===== src/rtl/bsu_pkg.sv =====
// Purpose: Constants, opcodes and types for the branch, skip and bit-operation unit.
// Assumes: One core clock, synchronous active-low reset, 8-bit data path.
// Notes:  Flag positions follow the usual status byte order, carry in bit 0.
// Behaviour
// - Skip next when selected register bit set
// - Skip next on I/O bit clear/set
// - Indexed flag branch, target PC+k+1
// - Equal/not-equal branches test zero flag
// - Carry branches and unsigned aliases share tests
// - Minus/plus branches test negative flag
// - Signed branches test negative xor overflow
// - Half-carry branches test half-carry flag
// - Transfer-flag branches test transfer flag
// - Overflow branches test overflow flag
// - Interrupt-state branches; branches keep all flags
// - Set/clear one I/O bit, two clocks
// - Rotates through carry update Z C N V
// - Arithmetic right shift keeps sign bit
// - Bit store copies register bit to transfer
// - Bit load writes transfer flag to register
package bsu_pkg;

  // Data path widths
  localparam int DATA_W = 8;
  localparam int OFS_W = 7;
  localparam int OP_W = 6;

  // Status flag positions
  localparam logic [2:0] FLAG_C = 3'h0;
  localparam logic [2:0] FLAG_Z = 3'h1;
  localparam logic [2:0] FLAG_N = 3'h2;
  localparam logic [2:0] FLAG_V = 3'h3;
  localparam logic [2:0] FLAG_S = 3'h4;
  localparam logic [2:0] FLAG_H = 3'h5;
  localparam logic [2:0] FLAG_T = 3'h6;
  localparam logic [2:0] FLAG_I = 3'h7;
  localparam logic [7:0] FLAGS_RESET = 8'h00;

  // Execution lengths in clocks
  localparam logic [1:0] CYC_ONE = 2'h1;
  localparam logic [1:0] CYC_TWO = 2'h2;
  localparam logic [1:0] CYC_THREE = 2'h3;

  // Program counter steps
  localparam int PC_STEP_REL = 1;
  localparam int PC_SKIP_ONE = 2;
  localparam int PC_SKIP_TWO = 3;

  // Instruction codes
  typedef enum logic [5:0] {
    OP_SKIP_IF_REG_BIT_SET          = 6'h00,
    OP_SKIP_IF_IO_BIT_CLEAR         = 6'h01,
    OP_SKIP_IF_IO_BIT_SET           = 6'h02,
    OP_BRANCH_IF_FLAG_SET           = 6'h03,
    OP_BRANCH_IF_FLAG_CLEAR         = 6'h04,
    OP_BRANCH_IF_EQUAL              = 6'h05,
    OP_BRANCH_IF_NOT_EQUAL          = 6'h06,
    OP_BRANCH_IF_CARRY_SET          = 6'h07,
    OP_BRANCH_IF_CARRY_CLEAR        = 6'h08,
    OP_BRANCH_IF_SAME_OR_HIGHER     = 6'h09,
    OP_BRANCH_IF_LOWER              = 6'h0a,
    OP_BRANCH_IF_MINUS              = 6'h0b,
    OP_BRANCH_IF_PLUS               = 6'h0c,
    OP_BRANCH_IF_SIGNED_GE          = 6'h0d,
    OP_BRANCH_IF_SIGNED_LESS        = 6'h0e,
    OP_BRANCH_IF_HALF_CARRY_SET     = 6'h0f,
    OP_BRANCH_IF_HALF_CARRY_CLEAR   = 6'h10,
    OP_BRANCH_IF_TRANSFER_FLAG_SET  = 6'h11,
    OP_BRANCH_IF_TRANSFER_FLAG_CLEAR = 6'h12,
    OP_BRANCH_IF_OVERFLOW_SET       = 6'h13,
    OP_BRANCH_IF_OVERFLOW_CLEAR     = 6'h14,
    OP_BRANCH_IF_IRQ_ENABLED        = 6'h15,
    OP_BRANCH_IF_IRQ_DISABLED       = 6'h16,
    OP_SET_IO_BIT                   = 6'h17,
    OP_CLEAR_IO_BIT                 = 6'h18,
    OP_LOGICAL_SHIFT_LEFT           = 6'h19,
    OP_LOGICAL_SHIFT_RIGHT          = 6'h1a,
    OP_ROTATE_LEFT_THROUGH_CARRY    = 6'h1b,
    OP_ROTATE_RIGHT_THROUGH_CARRY   = 6'h1c,
    OP_ARITH_SHIFT_RIGHT            = 6'h1d,
    OP_SET_STATUS_FLAG_BIT          = 6'h1e,
    OP_CLEAR_STATUS_FLAG_BIT        = 6'h1f,
    OP_STORE_BIT_TO_TRANSFER_FLAG   = 6'h20,
    OP_LOAD_BIT_FROM_TRANSFER_FLAG  = 6'h21,
    OP_SET_CARRY_FLAG               = 6'h22,
    OP_CLEAR_CARRY_FLAG             = 6'h23,
    OP_SET_NEGATIVE_FLAG            = 6'h24
  } bsu_op_e;

  // Shifter operations
  typedef enum logic [2:0] {
    SH_NONE = 3'h0,
    SH_LOG_LEFT = 3'h1,
    SH_LOG_RIGHT = 3'h2,
    SH_ROT_LEFT = 3'h3,
    SH_ROT_RIGHT = 3'h4,
    SH_ARITH_RIGHT = 3'h5
  } bsu_shift_e;

  // Control states
  typedef enum logic [1:0] {
    ST_IDLE = 2'b00,
    ST_WAIT = 2'b01
  } bsu_state_e;

endpackage


===== src/rtl/bsu_shift_if.sv =====
// Purpose: Carries one shift request and its result between core and shifter.
// Assumes: Purely combinational use within one clock.
// Notes:  The core drives the request side, the shifter the result side.
interface bsu_shift_if;
  import bsu_pkg::*;
  bsu_shift_e op;
  logic [DATA_W-1:0] din;
  logic cin;
  logic [DATA_W-1:0] dout;
  logic cout;
  logic zero;
  logic neg;
  logic ovf;
  modport core (output op, output din, output cin,
                input dout, input cout, input zero, input neg, input ovf);
  modport unit (input op, input din, input cin,
                output dout, output cout, output zero, output neg, output ovf);
endinterface


===== src/rtl/bsu_shift.sv =====
// Purpose: Shift and rotate data path with flag results.
// Assumes: Operand and carry in are stable for the cycle.
// Notes:  Overflow is negative xor carry after the shift.
module bsu_shift
  import bsu_pkg::*;
(
  // Request and result
  bsu_shift_if.unit sh
);

  logic [DATA_W-1:0] res;
  logic co;

  // Shift network
  always_comb begin
    res = sh.din;
    co = 1'b0;
    case (sh.op)
      SH_LOG_LEFT: begin
        res = {sh.din[DATA_W-2:0], 1'b0};
        co = sh.din[DATA_W-1];
      end
      SH_LOG_RIGHT: begin
        res = {1'b0, sh.din[DATA_W-1:1]};
        co = sh.din[0];
      end
      SH_ROT_LEFT: begin
        res = {sh.din[DATA_W-2:0], sh.cin};
        co = sh.din[DATA_W-1];
      end
      SH_ROT_RIGHT: begin
        res = {sh.cin, sh.din[DATA_W-1:1]};
        co = sh.din[0];
      end
      SH_ARITH_RIGHT: begin
        res = {sh.din[DATA_W-1], sh.din[DATA_W-1:1]};
        co = sh.din[0];
      end
      default: begin
        res = sh.din;
        co = sh.cin;
      end
    endcase
  end

  // Result and flags
  assign sh.dout = res;
  assign sh.cout = co;
  assign sh.zero = (res == '0);
  assign sh.neg = res[DATA_W-1];
  assign sh.ovf = res[DATA_W-1] ^ co;

endmodule


===== src/rtl/bsu_top.sv =====
// Purpose: Executes skips, flag branches, I/O bit writes, shifts and flag bit moves.
// Assumes: Operands are valid in the cycle START is high and READY is high.
// Notes:  Results and strobes appear together with DONE, held status inside.
module bsu_top
  import bsu_pkg::*;
#(
  parameter int PC_W = 16
) (
  // Clock and reset
  input wire logic CLK,
  input wire logic RSTN,
  // Instruction issue
  input wire logic START,
  input wire logic [OP_W-1:0] OP,
  input wire logic [2:0] BIT_SEL,
  input wire logic [OFS_W-1:0] OFFSET,
  input wire logic [PC_W-1:0] PC_IN,
  input wire logic NEXT_TWO_WORD,
  // Operand reads
  input wire logic [DATA_W-1:0] REG_RDATA,
  input wire logic [DATA_W-1:0] IO_RDATA,
  // Handshake
  output logic READY,
  output logic DONE,
  // Program counter
  output logic PC_LOAD,
  output logic [PC_W-1:0] PC_NEXT,
  // Register and I/O writes
  output logic REG_WE,
  output logic [DATA_W-1:0] REG_WDATA,
  output logic IO_WE,
  output logic [DATA_W-1:0] IO_WDATA,
  // Status byte
  output logic [DATA_W-1:0] STATUS_FLAGS
);

  bsu_state_e state_ff, nxt_state;
  logic [1:0] cnt_ff;
  logic ready_ff, done_ff, pc_load_ff, reg_we_ff, io_we_ff;
  logic [PC_W-1:0] pc_next_ff;
  logic [DATA_W-1:0] reg_wdata_ff, io_wdata_ff;
  logic [DATA_W-1:0] status_flags_ff, nxt_flags, pend_flags_ff;
  logic pend_pc_ff, pend_reg_ff, pend_io_ff, pend_flag_ff;

  // Decode results
  bsu_op_e op;
  logic accept, finish;
  logic cond, is_branch, is_skip, wr_reg, wr_io, wr_flag;
  logic [1:0] cycles;
  logic [PC_W-1:0] target;
  logic [DATA_W-1:0] reg_res, io_res;
  logic sel_reg_bit, sel_io_bit, sel_flag_bit;
  logic [PC_W-1:0] rel_target, skip_target;

  bsu_shift_if sh ();

  bsu_shift u_shift (
    .sh(sh)
  );

  assign op = bsu_op_e'(OP);
  assign accept = START & ready_ff;
  assign finish = (state_ff == ST_WAIT) && (cnt_ff == CYC_ONE);

  // Operand bit selects
  assign sel_reg_bit = REG_RDATA[BIT_SEL];
  assign sel_io_bit = IO_RDATA[BIT_SEL];
  assign sel_flag_bit = status_flags_ff[BIT_SEL];

  // Relative and skip targets
  assign rel_target = PC_IN + {{(PC_W-OFS_W){OFFSET[OFS_W-1]}}, OFFSET}
                      + PC_W'(PC_STEP_REL);
  assign skip_target = NEXT_TWO_WORD ? PC_IN + PC_W'(PC_SKIP_TWO)
                                     : PC_IN + PC_W'(PC_SKIP_ONE);

  // Shifter request
  always_comb begin
    sh.din = REG_RDATA;
    sh.cin = status_flags_ff[FLAG_C];
    case (op)
      OP_LOGICAL_SHIFT_LEFT: sh.op = SH_LOG_LEFT;
      OP_LOGICAL_SHIFT_RIGHT: sh.op = SH_LOG_RIGHT;
      OP_ROTATE_LEFT_THROUGH_CARRY: sh.op = SH_ROT_LEFT;
      OP_ROTATE_RIGHT_THROUGH_CARRY: sh.op = SH_ROT_RIGHT;
      OP_ARITH_SHIFT_RIGHT: sh.op = SH_ARITH_RIGHT;
      default: sh.op = SH_NONE;
    endcase
  end

  // Condition, length and results of the offered instruction
  always_comb begin
    cond = 1'b0;
    is_branch = 1'b0;
    is_skip = 1'b0;
    wr_reg = 1'b0;
    wr_io = 1'b0;
    wr_flag = 1'b0;
    reg_res = REG_RDATA;
    io_res = IO_RDATA;
    nxt_flags = status_flags_ff;
    case (op)
      OP_SKIP_IF_REG_BIT_SET: begin
        is_skip = 1'b1;
        cond = sel_reg_bit;
      end
      OP_SKIP_IF_IO_BIT_CLEAR: begin
        is_skip = 1'b1;
        cond = ~sel_io_bit;
      end
      OP_SKIP_IF_IO_BIT_SET: begin
        is_skip = 1'b1;
        cond = sel_io_bit;
      end
      OP_BRANCH_IF_FLAG_SET: begin
        is_branch = 1'b1;
        cond = sel_flag_bit;
      end
      OP_BRANCH_IF_FLAG_CLEAR: begin
        is_branch = 1'b1;
        cond = ~sel_flag_bit;
      end
      OP_BRANCH_IF_EQUAL: begin
        is_branch = 1'b1;
        cond = status_flags_ff[FLAG_Z];
      end
      OP_BRANCH_IF_NOT_EQUAL: begin
        is_branch = 1'b1;
        cond = ~status_flags_ff[FLAG_Z];
      end
      OP_BRANCH_IF_CARRY_SET, OP_BRANCH_IF_LOWER: begin
        is_branch = 1'b1;
        cond = status_flags_ff[FLAG_C];
      end
      OP_BRANCH_IF_CARRY_CLEAR, OP_BRANCH_IF_SAME_OR_HIGHER: begin
        is_branch = 1'b1;
        cond = ~status_flags_ff[FLAG_C];
      end
      OP_BRANCH_IF_MINUS: begin
        is_branch = 1'b1;
        cond = status_flags_ff[FLAG_N];
      end
      OP_BRANCH_IF_PLUS: begin
        is_branch = 1'b1;
        cond = ~status_flags_ff[FLAG_N];
      end
      OP_BRANCH_IF_SIGNED_GE: begin
        is_branch = 1'b1;
        cond = ~(status_flags_ff[FLAG_N] ^ status_flags_ff[FLAG_V]);
      end
      OP_BRANCH_IF_SIGNED_LESS: begin
        is_branch = 1'b1;
        cond = status_flags_ff[FLAG_N] ^ status_flags_ff[FLAG_V];
      end
      OP_BRANCH_IF_HALF_CARRY_SET: begin
        is_branch = 1'b1;
        cond = status_flags_ff[FLAG_H];
      end
      OP_BRANCH_IF_HALF_CARRY_CLEAR: begin
        is_branch = 1'b1;
        cond = ~status_flags_ff[FLAG_H];
      end
      OP_BRANCH_IF_TRANSFER_FLAG_SET: begin
        is_branch = 1'b1;
        cond = status_flags_ff[FLAG_T];
      end
      OP_BRANCH_IF_TRANSFER_FLAG_CLEAR: begin
        is_branch = 1'b1;
        cond = ~status_flags_ff[FLAG_T];
      end
      OP_BRANCH_IF_OVERFLOW_SET: begin
        is_branch = 1'b1;
        cond = status_flags_ff[FLAG_V];
      end
      OP_BRANCH_IF_OVERFLOW_CLEAR: begin
        is_branch = 1'b1;
        cond = ~status_flags_ff[FLAG_V];
      end
      OP_BRANCH_IF_IRQ_ENABLED: begin
        is_branch = 1'b1;
        cond = status_flags_ff[FLAG_I];
      end
      OP_BRANCH_IF_IRQ_DISABLED: begin
        is_branch = 1'b1;
        cond = ~status_flags_ff[FLAG_I];
      end
      OP_SET_IO_BIT: begin
        wr_io = 1'b1;
        io_res[BIT_SEL] = 1'b1;
      end
      OP_CLEAR_IO_BIT: begin
        wr_io = 1'b1;
        io_res[BIT_SEL] = 1'b0;
      end
      OP_LOGICAL_SHIFT_LEFT, OP_LOGICAL_SHIFT_RIGHT, OP_ROTATE_LEFT_THROUGH_CARRY,
      OP_ROTATE_RIGHT_THROUGH_CARRY, OP_ARITH_SHIFT_RIGHT: begin
        wr_reg = 1'b1;
        wr_flag = 1'b1;
        reg_res = sh.dout;
        nxt_flags[FLAG_Z] = sh.zero;
        nxt_flags[FLAG_C] = sh.cout;
        nxt_flags[FLAG_N] = sh.neg;
        nxt_flags[FLAG_V] = sh.ovf;
      end
      OP_SET_STATUS_FLAG_BIT: begin
        wr_flag = 1'b1;
        nxt_flags[BIT_SEL] = 1'b1;
      end
      OP_CLEAR_STATUS_FLAG_BIT: begin
        wr_flag = 1'b1;
        nxt_flags[BIT_SEL] = 1'b0;
      end
      OP_STORE_BIT_TO_TRANSFER_FLAG: begin
        wr_flag = 1'b1;
        nxt_flags[FLAG_T] = sel_reg_bit;
      end
      OP_LOAD_BIT_FROM_TRANSFER_FLAG: begin
        wr_reg = 1'b1;
        reg_res[BIT_SEL] = status_flags_ff[FLAG_T];
      end
      OP_SET_CARRY_FLAG: begin
        wr_flag = 1'b1;
        nxt_flags[FLAG_C] = 1'b1;
      end
      OP_CLEAR_CARRY_FLAG: begin
        wr_flag = 1'b1;
        nxt_flags[FLAG_C] = 1'b0;
      end
      OP_SET_NEGATIVE_FLAG: begin
        wr_flag = 1'b1;
        nxt_flags[FLAG_N] = 1'b1;
      end
      default: begin
        cond = 1'b0;
      end
    endcase
  end

  // Clock count and program counter target
  always_comb begin
    cycles = CYC_ONE;
    target = PC_IN;
    if (is_skip && cond) begin
      cycles = NEXT_TWO_WORD ? CYC_THREE : CYC_TWO;
      target = skip_target;
    end else if (is_branch && cond) begin
      cycles = CYC_TWO;
      target = rel_target;
    end else if (wr_io) begin
      cycles = CYC_TWO;
    end
  end

  // Control state
  always_comb begin
    nxt_state = state_ff;
    case (state_ff)
      ST_IDLE: if (accept && (cycles != CYC_ONE)) nxt_state = ST_WAIT;
      ST_WAIT: if (finish) nxt_state = ST_IDLE;
      default: nxt_state = ST_IDLE;
    endcase
  end

  // State, counter and handshake
  always_ff @(posedge CLK) begin
    if (!RSTN) begin
      state_ff <= ST_IDLE;
      cnt_ff <= CYC_ONE;
      ready_ff <= 1'b1;
      done_ff <= 1'b0;
    end else begin
      state_ff <= nxt_state;
      if (accept) begin
        cnt_ff <= cycles - CYC_ONE;
      end else if (state_ff == ST_WAIT) begin
        cnt_ff <= cnt_ff - CYC_ONE;
      end
      ready_ff <= (nxt_state == ST_IDLE);
      done_ff <= (accept && (cycles == CYC_ONE)) || finish;
    end
  end

  // Pending strobes of a multi-clock instruction
  always_ff @(posedge CLK) begin
    if (!RSTN) begin
      pend_pc_ff <= 1'b0;
      pend_reg_ff <= 1'b0;
      pend_io_ff <= 1'b0;
      pend_flag_ff <= 1'b0;
      pend_flags_ff <= FLAGS_RESET;
    end else if (accept) begin
      pend_pc_ff <= cond & (is_branch | is_skip);
      pend_reg_ff <= wr_reg;
      pend_io_ff <= wr_io;
      pend_flag_ff <= wr_flag;
      pend_flags_ff <= nxt_flags;
    end
  end

  // Output data, latched when the instruction is taken
  always_ff @(posedge CLK) begin
    if (!RSTN) begin
      pc_next_ff <= '0;
      reg_wdata_ff <= '0;
      io_wdata_ff <= '0;
    end else if (accept) begin
      pc_next_ff <= target;
      reg_wdata_ff <= reg_res;
      io_wdata_ff <= io_res;
    end
  end

  // Write strobes, one cycle with DONE
  always_ff @(posedge CLK) begin
    if (!RSTN) begin
      pc_load_ff <= 1'b0;
      reg_we_ff <= 1'b0;
      io_we_ff <= 1'b0;
    end else if (accept && (cycles == CYC_ONE)) begin
      pc_load_ff <= 1'b0;
      reg_we_ff <= wr_reg;
      io_we_ff <= 1'b0;
    end else if (finish) begin
      pc_load_ff <= pend_pc_ff;
      reg_we_ff <= pend_reg_ff;
      io_we_ff <= pend_io_ff;
    end else begin
      pc_load_ff <= 1'b0;
      reg_we_ff <= 1'b0;
      io_we_ff <= 1'b0;
    end
  end

  // Status byte; branches and skips never write it
  always_ff @(posedge CLK) begin
    if (!RSTN) begin
      status_flags_ff <= FLAGS_RESET;
    end else if (accept && (cycles == CYC_ONE) && wr_flag) begin
      status_flags_ff <= nxt_flags;
    end else if (finish && pend_flag_ff) begin
      status_flags_ff <= pend_flags_ff;
    end
  end

  assign READY = ready_ff;
  assign DONE = done_ff;
  assign PC_LOAD = pc_load_ff;
  assign PC_NEXT = pc_next_ff;
  assign REG_WE = reg_we_ff;
  assign REG_WDATA = reg_wdata_ff;
  assign IO_WE = io_we_ff;
  assign IO_WDATA = io_wdata_ff;
  assign STATUS_FLAGS = status_flags_ff;
endmodule


===== config.mk =====
export PLATFORM = sky130hd
export DESIGN_NAME = bsu_top
export DESIGN_NICKNAME = d
export VERILOG_FILES = /design/src/rtl/bsu_pkg.sv /design/src/rtl/bsu_shift_if.sv /design/src/rtl/bsu_shift.sv /design/src/rtl/bsu_top.sv
export SDC_FILE = /design/constraint.sdc
export NUM_CORES = 1
export LEC_CHECK = 0
export BUFFER_PORTS_ARGS = -buffer_cell sky130_fd_sc_hd__buf_2
export CAP_MARGIN = 10
export CORE_AREA = 2 2 130 132
export CTS_CLUSTER_DIAMETER = 60
export DETAILED_ROUTE_END_ITERATION = 16
export DIE_AREA = 0 0 132 134
export GPL_TIMING_DRIVEN = 0
export HOLD_SLACK_MARGIN = 0.1
export MAX_ROUTING_LAYER = met4
export PLACE_DENSITY_LB_ADDON = 0.2
export RECOVER_POWER = 100
export SYNTH_ARGS = -nofsm -noshare
export SYNTH_HDL_FRONTEND = slang
export SYNTH_SLANG_ARGS = --single-unit

===== constraint.sdc =====
create_clock -name CLK -period 9.3 [get_ports CLK]
set_input_delay 0.465 -clock CLK [delete_from_list [all_inputs] [get_ports CLK]]
set_output_delay 0.465 -clock CLK [all_outputs]
set_load 0.01 [all_outputs]

==> impl_metrics.ini, run 1 <==
[pwr]
p_leak_nw = 2.162
total_power_mw = 0.8374
vdd_drop_max_uv = 67.32
combPwrFrac_pct = 25.9
switching_share_pct = 32.27
clkPwrFrac_pct = 38.7
p_seq_share_pct = 35.4
p_per_area_nw_per_um2 = 146.7
p_int_mw = 0.5671
p_sw_mw = 0.2703

[sta]
worstMarginPinSlew_ns = 1.984
period_share_pct = 52.08
skew_ns = 0.006004
fin_tns_setup_ns = 0
min_period_ns = 4.844
max_clock_freq_mhz = 206.4
maxSlewViolCount = 11
max_slew_margin_pct = -33.51
grt_setup_unrepaired = false
setup_viol = 0
hold_violations = 0
holdWs_ns = 0.4417

[global_route]
grt_pass1_wl_um = 28500
grt_overflow_total = 0
grt_pass1_vias = 5042
antenna_found_initial = 0
track_usage_pct = 21.17
grt_max_degree = 12

[synth]
yosys_warnings = 0
synth-edff-count = 0
avgSynthCellArea_um2 = 7.701
synthArstFlopShare_pct = 0
synth_flop_cell = dfxtp_1
syn-num-nets = 694
ys_seq_elements = 61
syn_area_um2 = 4782
yosysSeqAreaShare_pct = 25.54
yosysUniqueCellTypes = 79
syn_inst = 621

[run_status]
run_status = finished with violations
failed_checks = max-capacitance violations, max-slew violations

[placed_design]
place.gp.congestion = 0.9356
place_inst = 936
dpl.hpwl_um = 14210
io_buffers = 94

[floorplanning]
coreArea_um2 = 16290
rows = 47
start_util_pct = 29.36
die_h_um = 134
die_area_um2 = 17690
top_level_ports = 97
die_w_um = 132

[worst_setup_path]
critical_path.startpoint_type = primary input
crit_arrival_ns = 5.08
end_kind = register
path_class = in -> reg
worstPathRequired_ns = 9.54
cp_max_fo = 10

[route]
drt-total-wl_um = 18560
route.detailed.wl_per_inst_um = 19.51
vias = 5358
first_iter_violations = 464
firstDrtPassIters = 5
vias_per_cell = 5.634
antenna_left = 0
drc_errors = 0

[clocking]
root_buffer = clkbuf_16
clk_latency_ns = 0.33
cts_tree = done
cts_hold_buf = 0
htreeDepth = 3
cts_resized = 0
clock_path_buffers = 2
cts.clk_slew.worst_paths_ns = 0.05
postCtsSetupBuffers = 0
cts_inserted_buffers = 9
cts_num_sinks = 61

[final_layout]
instances_no_fill = 951
layout_common_cells = clkbuf_1, a21oi_1, dfxtp_1
layout-drive-gt1-share_pct = 11.90
layout.nets = 800
final_common_cell = clkbuf_1
n_antenna_cell = 0
syn_to_final_growth_pct = 19.34

[run]
maxCapViolations = 1

[hold_path]
hold_path_class = in -> reg
==> cells by family (layout without fill, tap and decap cells) <==
kind of cell,after synthesis,after routing,synth area share [%]
AO/OA/AOI/OAI,231,231,32.52
AND/OR/NAND/NOR,211,211,21.93
flip-flops,61,61,25.54
buffers and inverters,55,165,5.154
multiplexers,26,26,6.384
adder cells (fa/ha/maj),21,21,5.652
XOR/XNOR,15,15,2.747
other,1,1,0.07842
==> power groups by stage <==
stage | Clock (mW) | Sequential, mW | Combinational, mW
4_1_cts | 0.330 | 0.296 | 0.223
3_3_place_gp | 0 | 0.301 | 0.219
2_1_floorplan | 0 | 0.302 | 0.137
6_report | 0.324 | 0.297 | 0.216
5_1_grt | 0.342 | 0.298 | 0.239
3_5_place_dp | 0 | 0.301 | 0.221
==> Yosys cell counts, types with 7 or more instances <==
cell type	n	share of area (%)
a211oi_1	23	3.6
a21o_1	7	1.1
a21oi_1	65	6.8
a221oi_1	12	2.2
a31oi_1	11	1.4
a32oi_1	7	1.3
buf_2	11	1.2
clkbuf_1	24	1.9
dfxtp_1	61	26
ha_1	20	5.2
inv_1	12	0.94
mux2i_1	20	4.2
nand2_1	51	4.0
nand2b_1	11	1.4
nand3_1	17	1.8
nor2_1	59	4.6
nor2b_1	9	1.2
nor3_1	21	2.2
o21a_1	7	1.1
o21ai_0	39	4.1
xnor2_1	12	2.2
==> sequential cells by signal (all words and copies together), names as in the netlist, 2 cells and up <==
register	count
IO_WDATA	8
REG_WDATA	8
pend_flags_ff	8
state_ff	2
cnt_ff	2
STATUS_FLAGS	8
PC_NEXT	16
==> per-stage QoR <==
| stage | setup WS (ns) | instance area (um^2) | utilization (%) |
|---|---|---|---|
| detailed placement | 4.991 | 5533 | 33.97 |
| finish | 4.456 | 5707 | 35.03 |
| global placement | 4.985 | 5528 | 33.93 |
| CTS | 5.168 | 5814 | 35.69 |
| floorplan | 5.840 | 4782 | - |
| global route | 4.139 | 5707 | 35.03 |
==> worst paths after layout <==
path | from | end | slack (ns) | cells past startpoint
worst min register to register | state_ff[1] | state_ff[0] | 0.46 | 1
worst max-delay path | OP[1] | STATUS_FLAGS[1] | 4.46 | 17
worst max register to register | STATUS_FLAGS[0] | STATUS_FLAGS[1] | 4.81 | 15
worst min-delay path | PC_IN[15] | PC_NEXT[15] | 0.44 | 3
==> critical path, cell delays in order <==
cell and delay [ns]:
clkbuf_1 0.30, clkbuf_1 0.43, clkbuf_1 0.44, nand2_1 0.10, o32ai_1 0.45, o31ai_4 0.13
nand3_1 0.15, clkbuf_1 0.48, nor3_1 0.17, a21o_1 0.28, ha_1 0.22, nand2_1 0.13
or2_2 0.13, clkbuf_1 0.38, clkbuf_1 0.49, nor2_1 0.12, a211oi_1 0.22
==> final cells by class <==
cell class | instances | area (um^2)
Clock buffer | 10 | 229.0
Sequential cell | 61 | 1221
Inverter | 13 | 48.80
Timing Repair Buffer | 95 | 417.9
Buffer | 42 | 176.4
Fill cell | 1767 | 10580
Clock inverter | 5 | 52.55
Tap cell | 220 | 275.3
Multi-Input combinational cell | 505 | 3286
==> layer usage <==
layer	global-route usage (%)	vias to the layer above	share of wire [%]
met1	29.90	2563	48
li1	-	2566	-
met4	5.254	0	1.4
met2	31.60	210	44
met5	-	-	0
met3	3.288	19	6.1
Note: power is estimated with default switching activity, not from simulation.
==> run 2, diff against run 1 <==
ABC_AREA = 1   (was not set)
CORE_AREA = 2 2 136 138   (was 2 2 130 132)
DIE_AREA = 0 0 138 140   (was 0 0 132 134)
clock period = 4.1 ns   (was 9.3 ns; I/O delays follow)
==> run 2 against run 1 <==
  * The flow now finishes without violations
  * Final cell count rose by 30%
  * Via count rose by 14%
  * Register-to-register slack got worse by 4.2 ns
  * Synthesized cell count rose by 44%
  * Sequential share of layout area fell by 1.9 points
  * Critical path depth rose by 4
  * Utilization rose by 0.20 points
  * Sequential power rose by 120%
  * Hold slack got worse by 0.27 ns
  * Clock skew rose by 0.00084 ns
  * Critical endpoint is now STATUS_FLAGS[2]
==> impl_metrics.ini, run 2 <==
[sta]
setup_slack_ns = 0.5818
max_slew_margin_pct = 37.70
hold_violations = 0
max_clock_freq_mhz = 284.2
fin_tns_setup_ns = 0
skew_ns = 0.006847
min_period_ns = 3.518
worstMarginPinSlew_ns = 0.9274
maxSlewViolCount = 0
grt_setup_unrepaired = false
period_share_pct = 85.81
setup_viol = 0

[run_status]
run_status = completed

[hold_path]
holdCritStartpoint = IO_RDATA[1]
hold_path_depth = 3
hold_path_class = in -> reg
whs_endpoint = IO_WDATA[1]

[synth]
syn_area_um2 = 5273
synth_top_area_share_pct = 23.16
syn_inst = 893
synth_area_leaders = dfxtp_1, nand2_1, nor2_1
yosys_warnings = 0
yosysUniqueCellTypes = 41
avgSynthCellArea_um2 = 5.904
ys_seq_elements = 61
synth_flop_cell = dfxtp_1
synth-edff-count = 0
yosysSeqAreaShare_pct = 23.16
yosysMostFrequentCell = nand2_1
synth_top_area_cell = dfxtp_1
synth_common_cells = nand2_1, nor2_1, inv_1
synthArstFlopShare_pct = 0
syn-num-nets = 966

[pwr]
vdd_drop_max_uv = 185.1
p_leak_nw = 2.940
p_per_area_nw_per_um2 = 316.1

[global_route]
grt_overflow_total = 0
grt_pass1_vias = 5929
grt_max_degree = 12
track_usage_pct = 19.52
grt_pass1_wl_um = 29590
antenna_found_initial = 0

[final_layout]
layout-drive-gt1-share_pct = 8.674
largest_reg_flops = 16
n_antenna_cell = 0
syn_to_final_growth_pct = 18.79
instances_no_fill = 1232
num-fill-cells = 2046
layout_common_cells = nand2_1, nor2_1, inv_1
final_common_cell = nand2_1
layout.nets = 1071

[floorplanning]
die_area_um2 = 19320
die_h_um = 140
rows = 49
start_util_pct = 29.66
die_w_um = 138
coreArea_um2 = 17780
top_level_ports = 97

[clocking]
postCtsSetupBuffers = 0
cts_num_sinks = 61
root_buffer = clkbuf_16
cts_inserted_buffers = 9
cts_tree = done
clk_latency_ns = 0.34
cts_hold_buf = 0
clock_path_buffers = 2
htreeDepth = 3
cts.clk_slew.worst_paths_ns = 0.06
cts_resized = 0

[worst_setup_path]
crit_arrival_ns = 3.74
path_cells = inv_1, o21ai_0, nand2_1, nand2_1, nand2_1, nand3b_1, nand2_1, nor2_1, nand3_1, nand2_1, buf_6, o22ai_1, ha_1, inv_1, nor2_1, inv_1, nor2_4, nor2_1, inv_1, o21ai_0, a21oi_1
r2r_slack_ns = 0.58
r2r_end = STATUS_FLAGS[2]
cp_max_fo = 10
critical_path.startpoint_type = register
r2r-start = STATUS_FLAGS[2]
crit_start = STATUS_FLAGS[2]
end_kind = register
path_class = reg -> reg
r2r_cells = 21
worstPathRequired_ns = 4.32
max_stage_delay_ns = 0.49
cpMaxStageDelayCell = dfxtp_1
cp_common_cell = nand2_1

[route]
firstDrtPassIters = 5
drc_errors = 0
vias_per_cell = 4.942
first_iter_violations = 394
antenna_left = 0
vias = 6089
route.detailed.wl_per_inst_um = 14.92
drt-total-wl_um = 18380

[placed_design]
io_buffers = 94
dp_slack_ns = 0.7535
dpl.hpwl_um = 14680
place.gp.congestion = 0.8940
place_inst = 1216

[run]
maxCapViolations = 0
## run 2: cell types whose count changed after synthesis, sizes merged, moves of 13 or more
cell	delta
nand2	+175
inv	+100
nor2	+76
o21ai	+48
nand3	+29
a211oi	-23
mux2i	-20
nand4	+17
xor2	+16
a221oi	-13
## run 2: cell type report
cell class                 count  area (um^2)  share of cell area [%]
multi-input combinational    694         3481                   55.57
sequential                    61         1221                   19.50
inverter                     112        420.4                   6.712
timing repair buffer          94        412.9                   6.592
tap                          229        286.5                   4.575
clock buffer                  12        266.5                   4.255
buffer                        26        121.4                   1.938
clock inverter                 4        53.80                  0.8590
## run 2: logic make-up (layout without fill, tap and decap cells)
logic type / count (synthesis) / count (layout) / share of synthesized area [%]
AND/OR/NAND/NOR: 450 / 450 / 36.19
AO/OA/AOI/OAI: 192 / 192 / 20.12
buffers and inverters: 138 / 248 / 10.35
flip-flops: 61 / 61 / 23.16
XOR/XNOR: 30 / 30 / 4.983
adder cells (fa/ha/maj): 21 / 21 / 5.126
other: 1 / 1 / 0.07112
## run 2: per-stage QoR
stage	area (um^2)	util [%]	power, mW	hold WS (ns)
2_1_floorplan	5273	-	1.003	0.3433
3_3_place_gp	6030	33.91	1.192	0.4134
3_5_place_dp	6030	33.91	1.191	0.4205
4_1_cts	6350	35.71	2.008	0.1684
5_1_grt	6264	35.23	2.093	0.1765
6_report	6264	35.23	1.980	0.1702
## run 2: worst max path at each step
stage | end | slack (ns)
after detailed placement | STATUS_FLAGS[1] | 0.75
after CTS | STATUS_FLAGS[2] | 0.77
after floorplan | STATUS_FLAGS[0] | 1.52
after global routing | STATUS_FLAGS[0] | 0.17
final | STATUS_FLAGS[2] | 0.58
after global placement | STATUS_FLAGS[2] | 0.70
## run 2: power breakdown
group / switching [mW] / total (mW) / internal, mW
clock: 0.291 / 0.813 / 0.522
sequential: 0.0286 / 0.667 / 0.638
combinational: 0.332 / 0.500 / 0.168
total: 0.652 / 1.98 / 1.33
## run 2: worst max-delay path, delay by kind of cell (launching register included)
kind	cells	cell delay, ns
AND/OR/NAND/NOR	11	1.42
AO/OA/AOI/OAI	4	0.54
flip-flops	1	0.49
adder cells (fa/ha/maj)	1	0.21
buffers and inverters	5	0.74
## run 2: per-layer routing
layer / GRT usage (%) / part of all wire, %
met5: - / 0
met4: 6.498 / 2.3
met3: 2.291 / 3.4
met2: 33.43 / 49
met1: 23.95 / 45
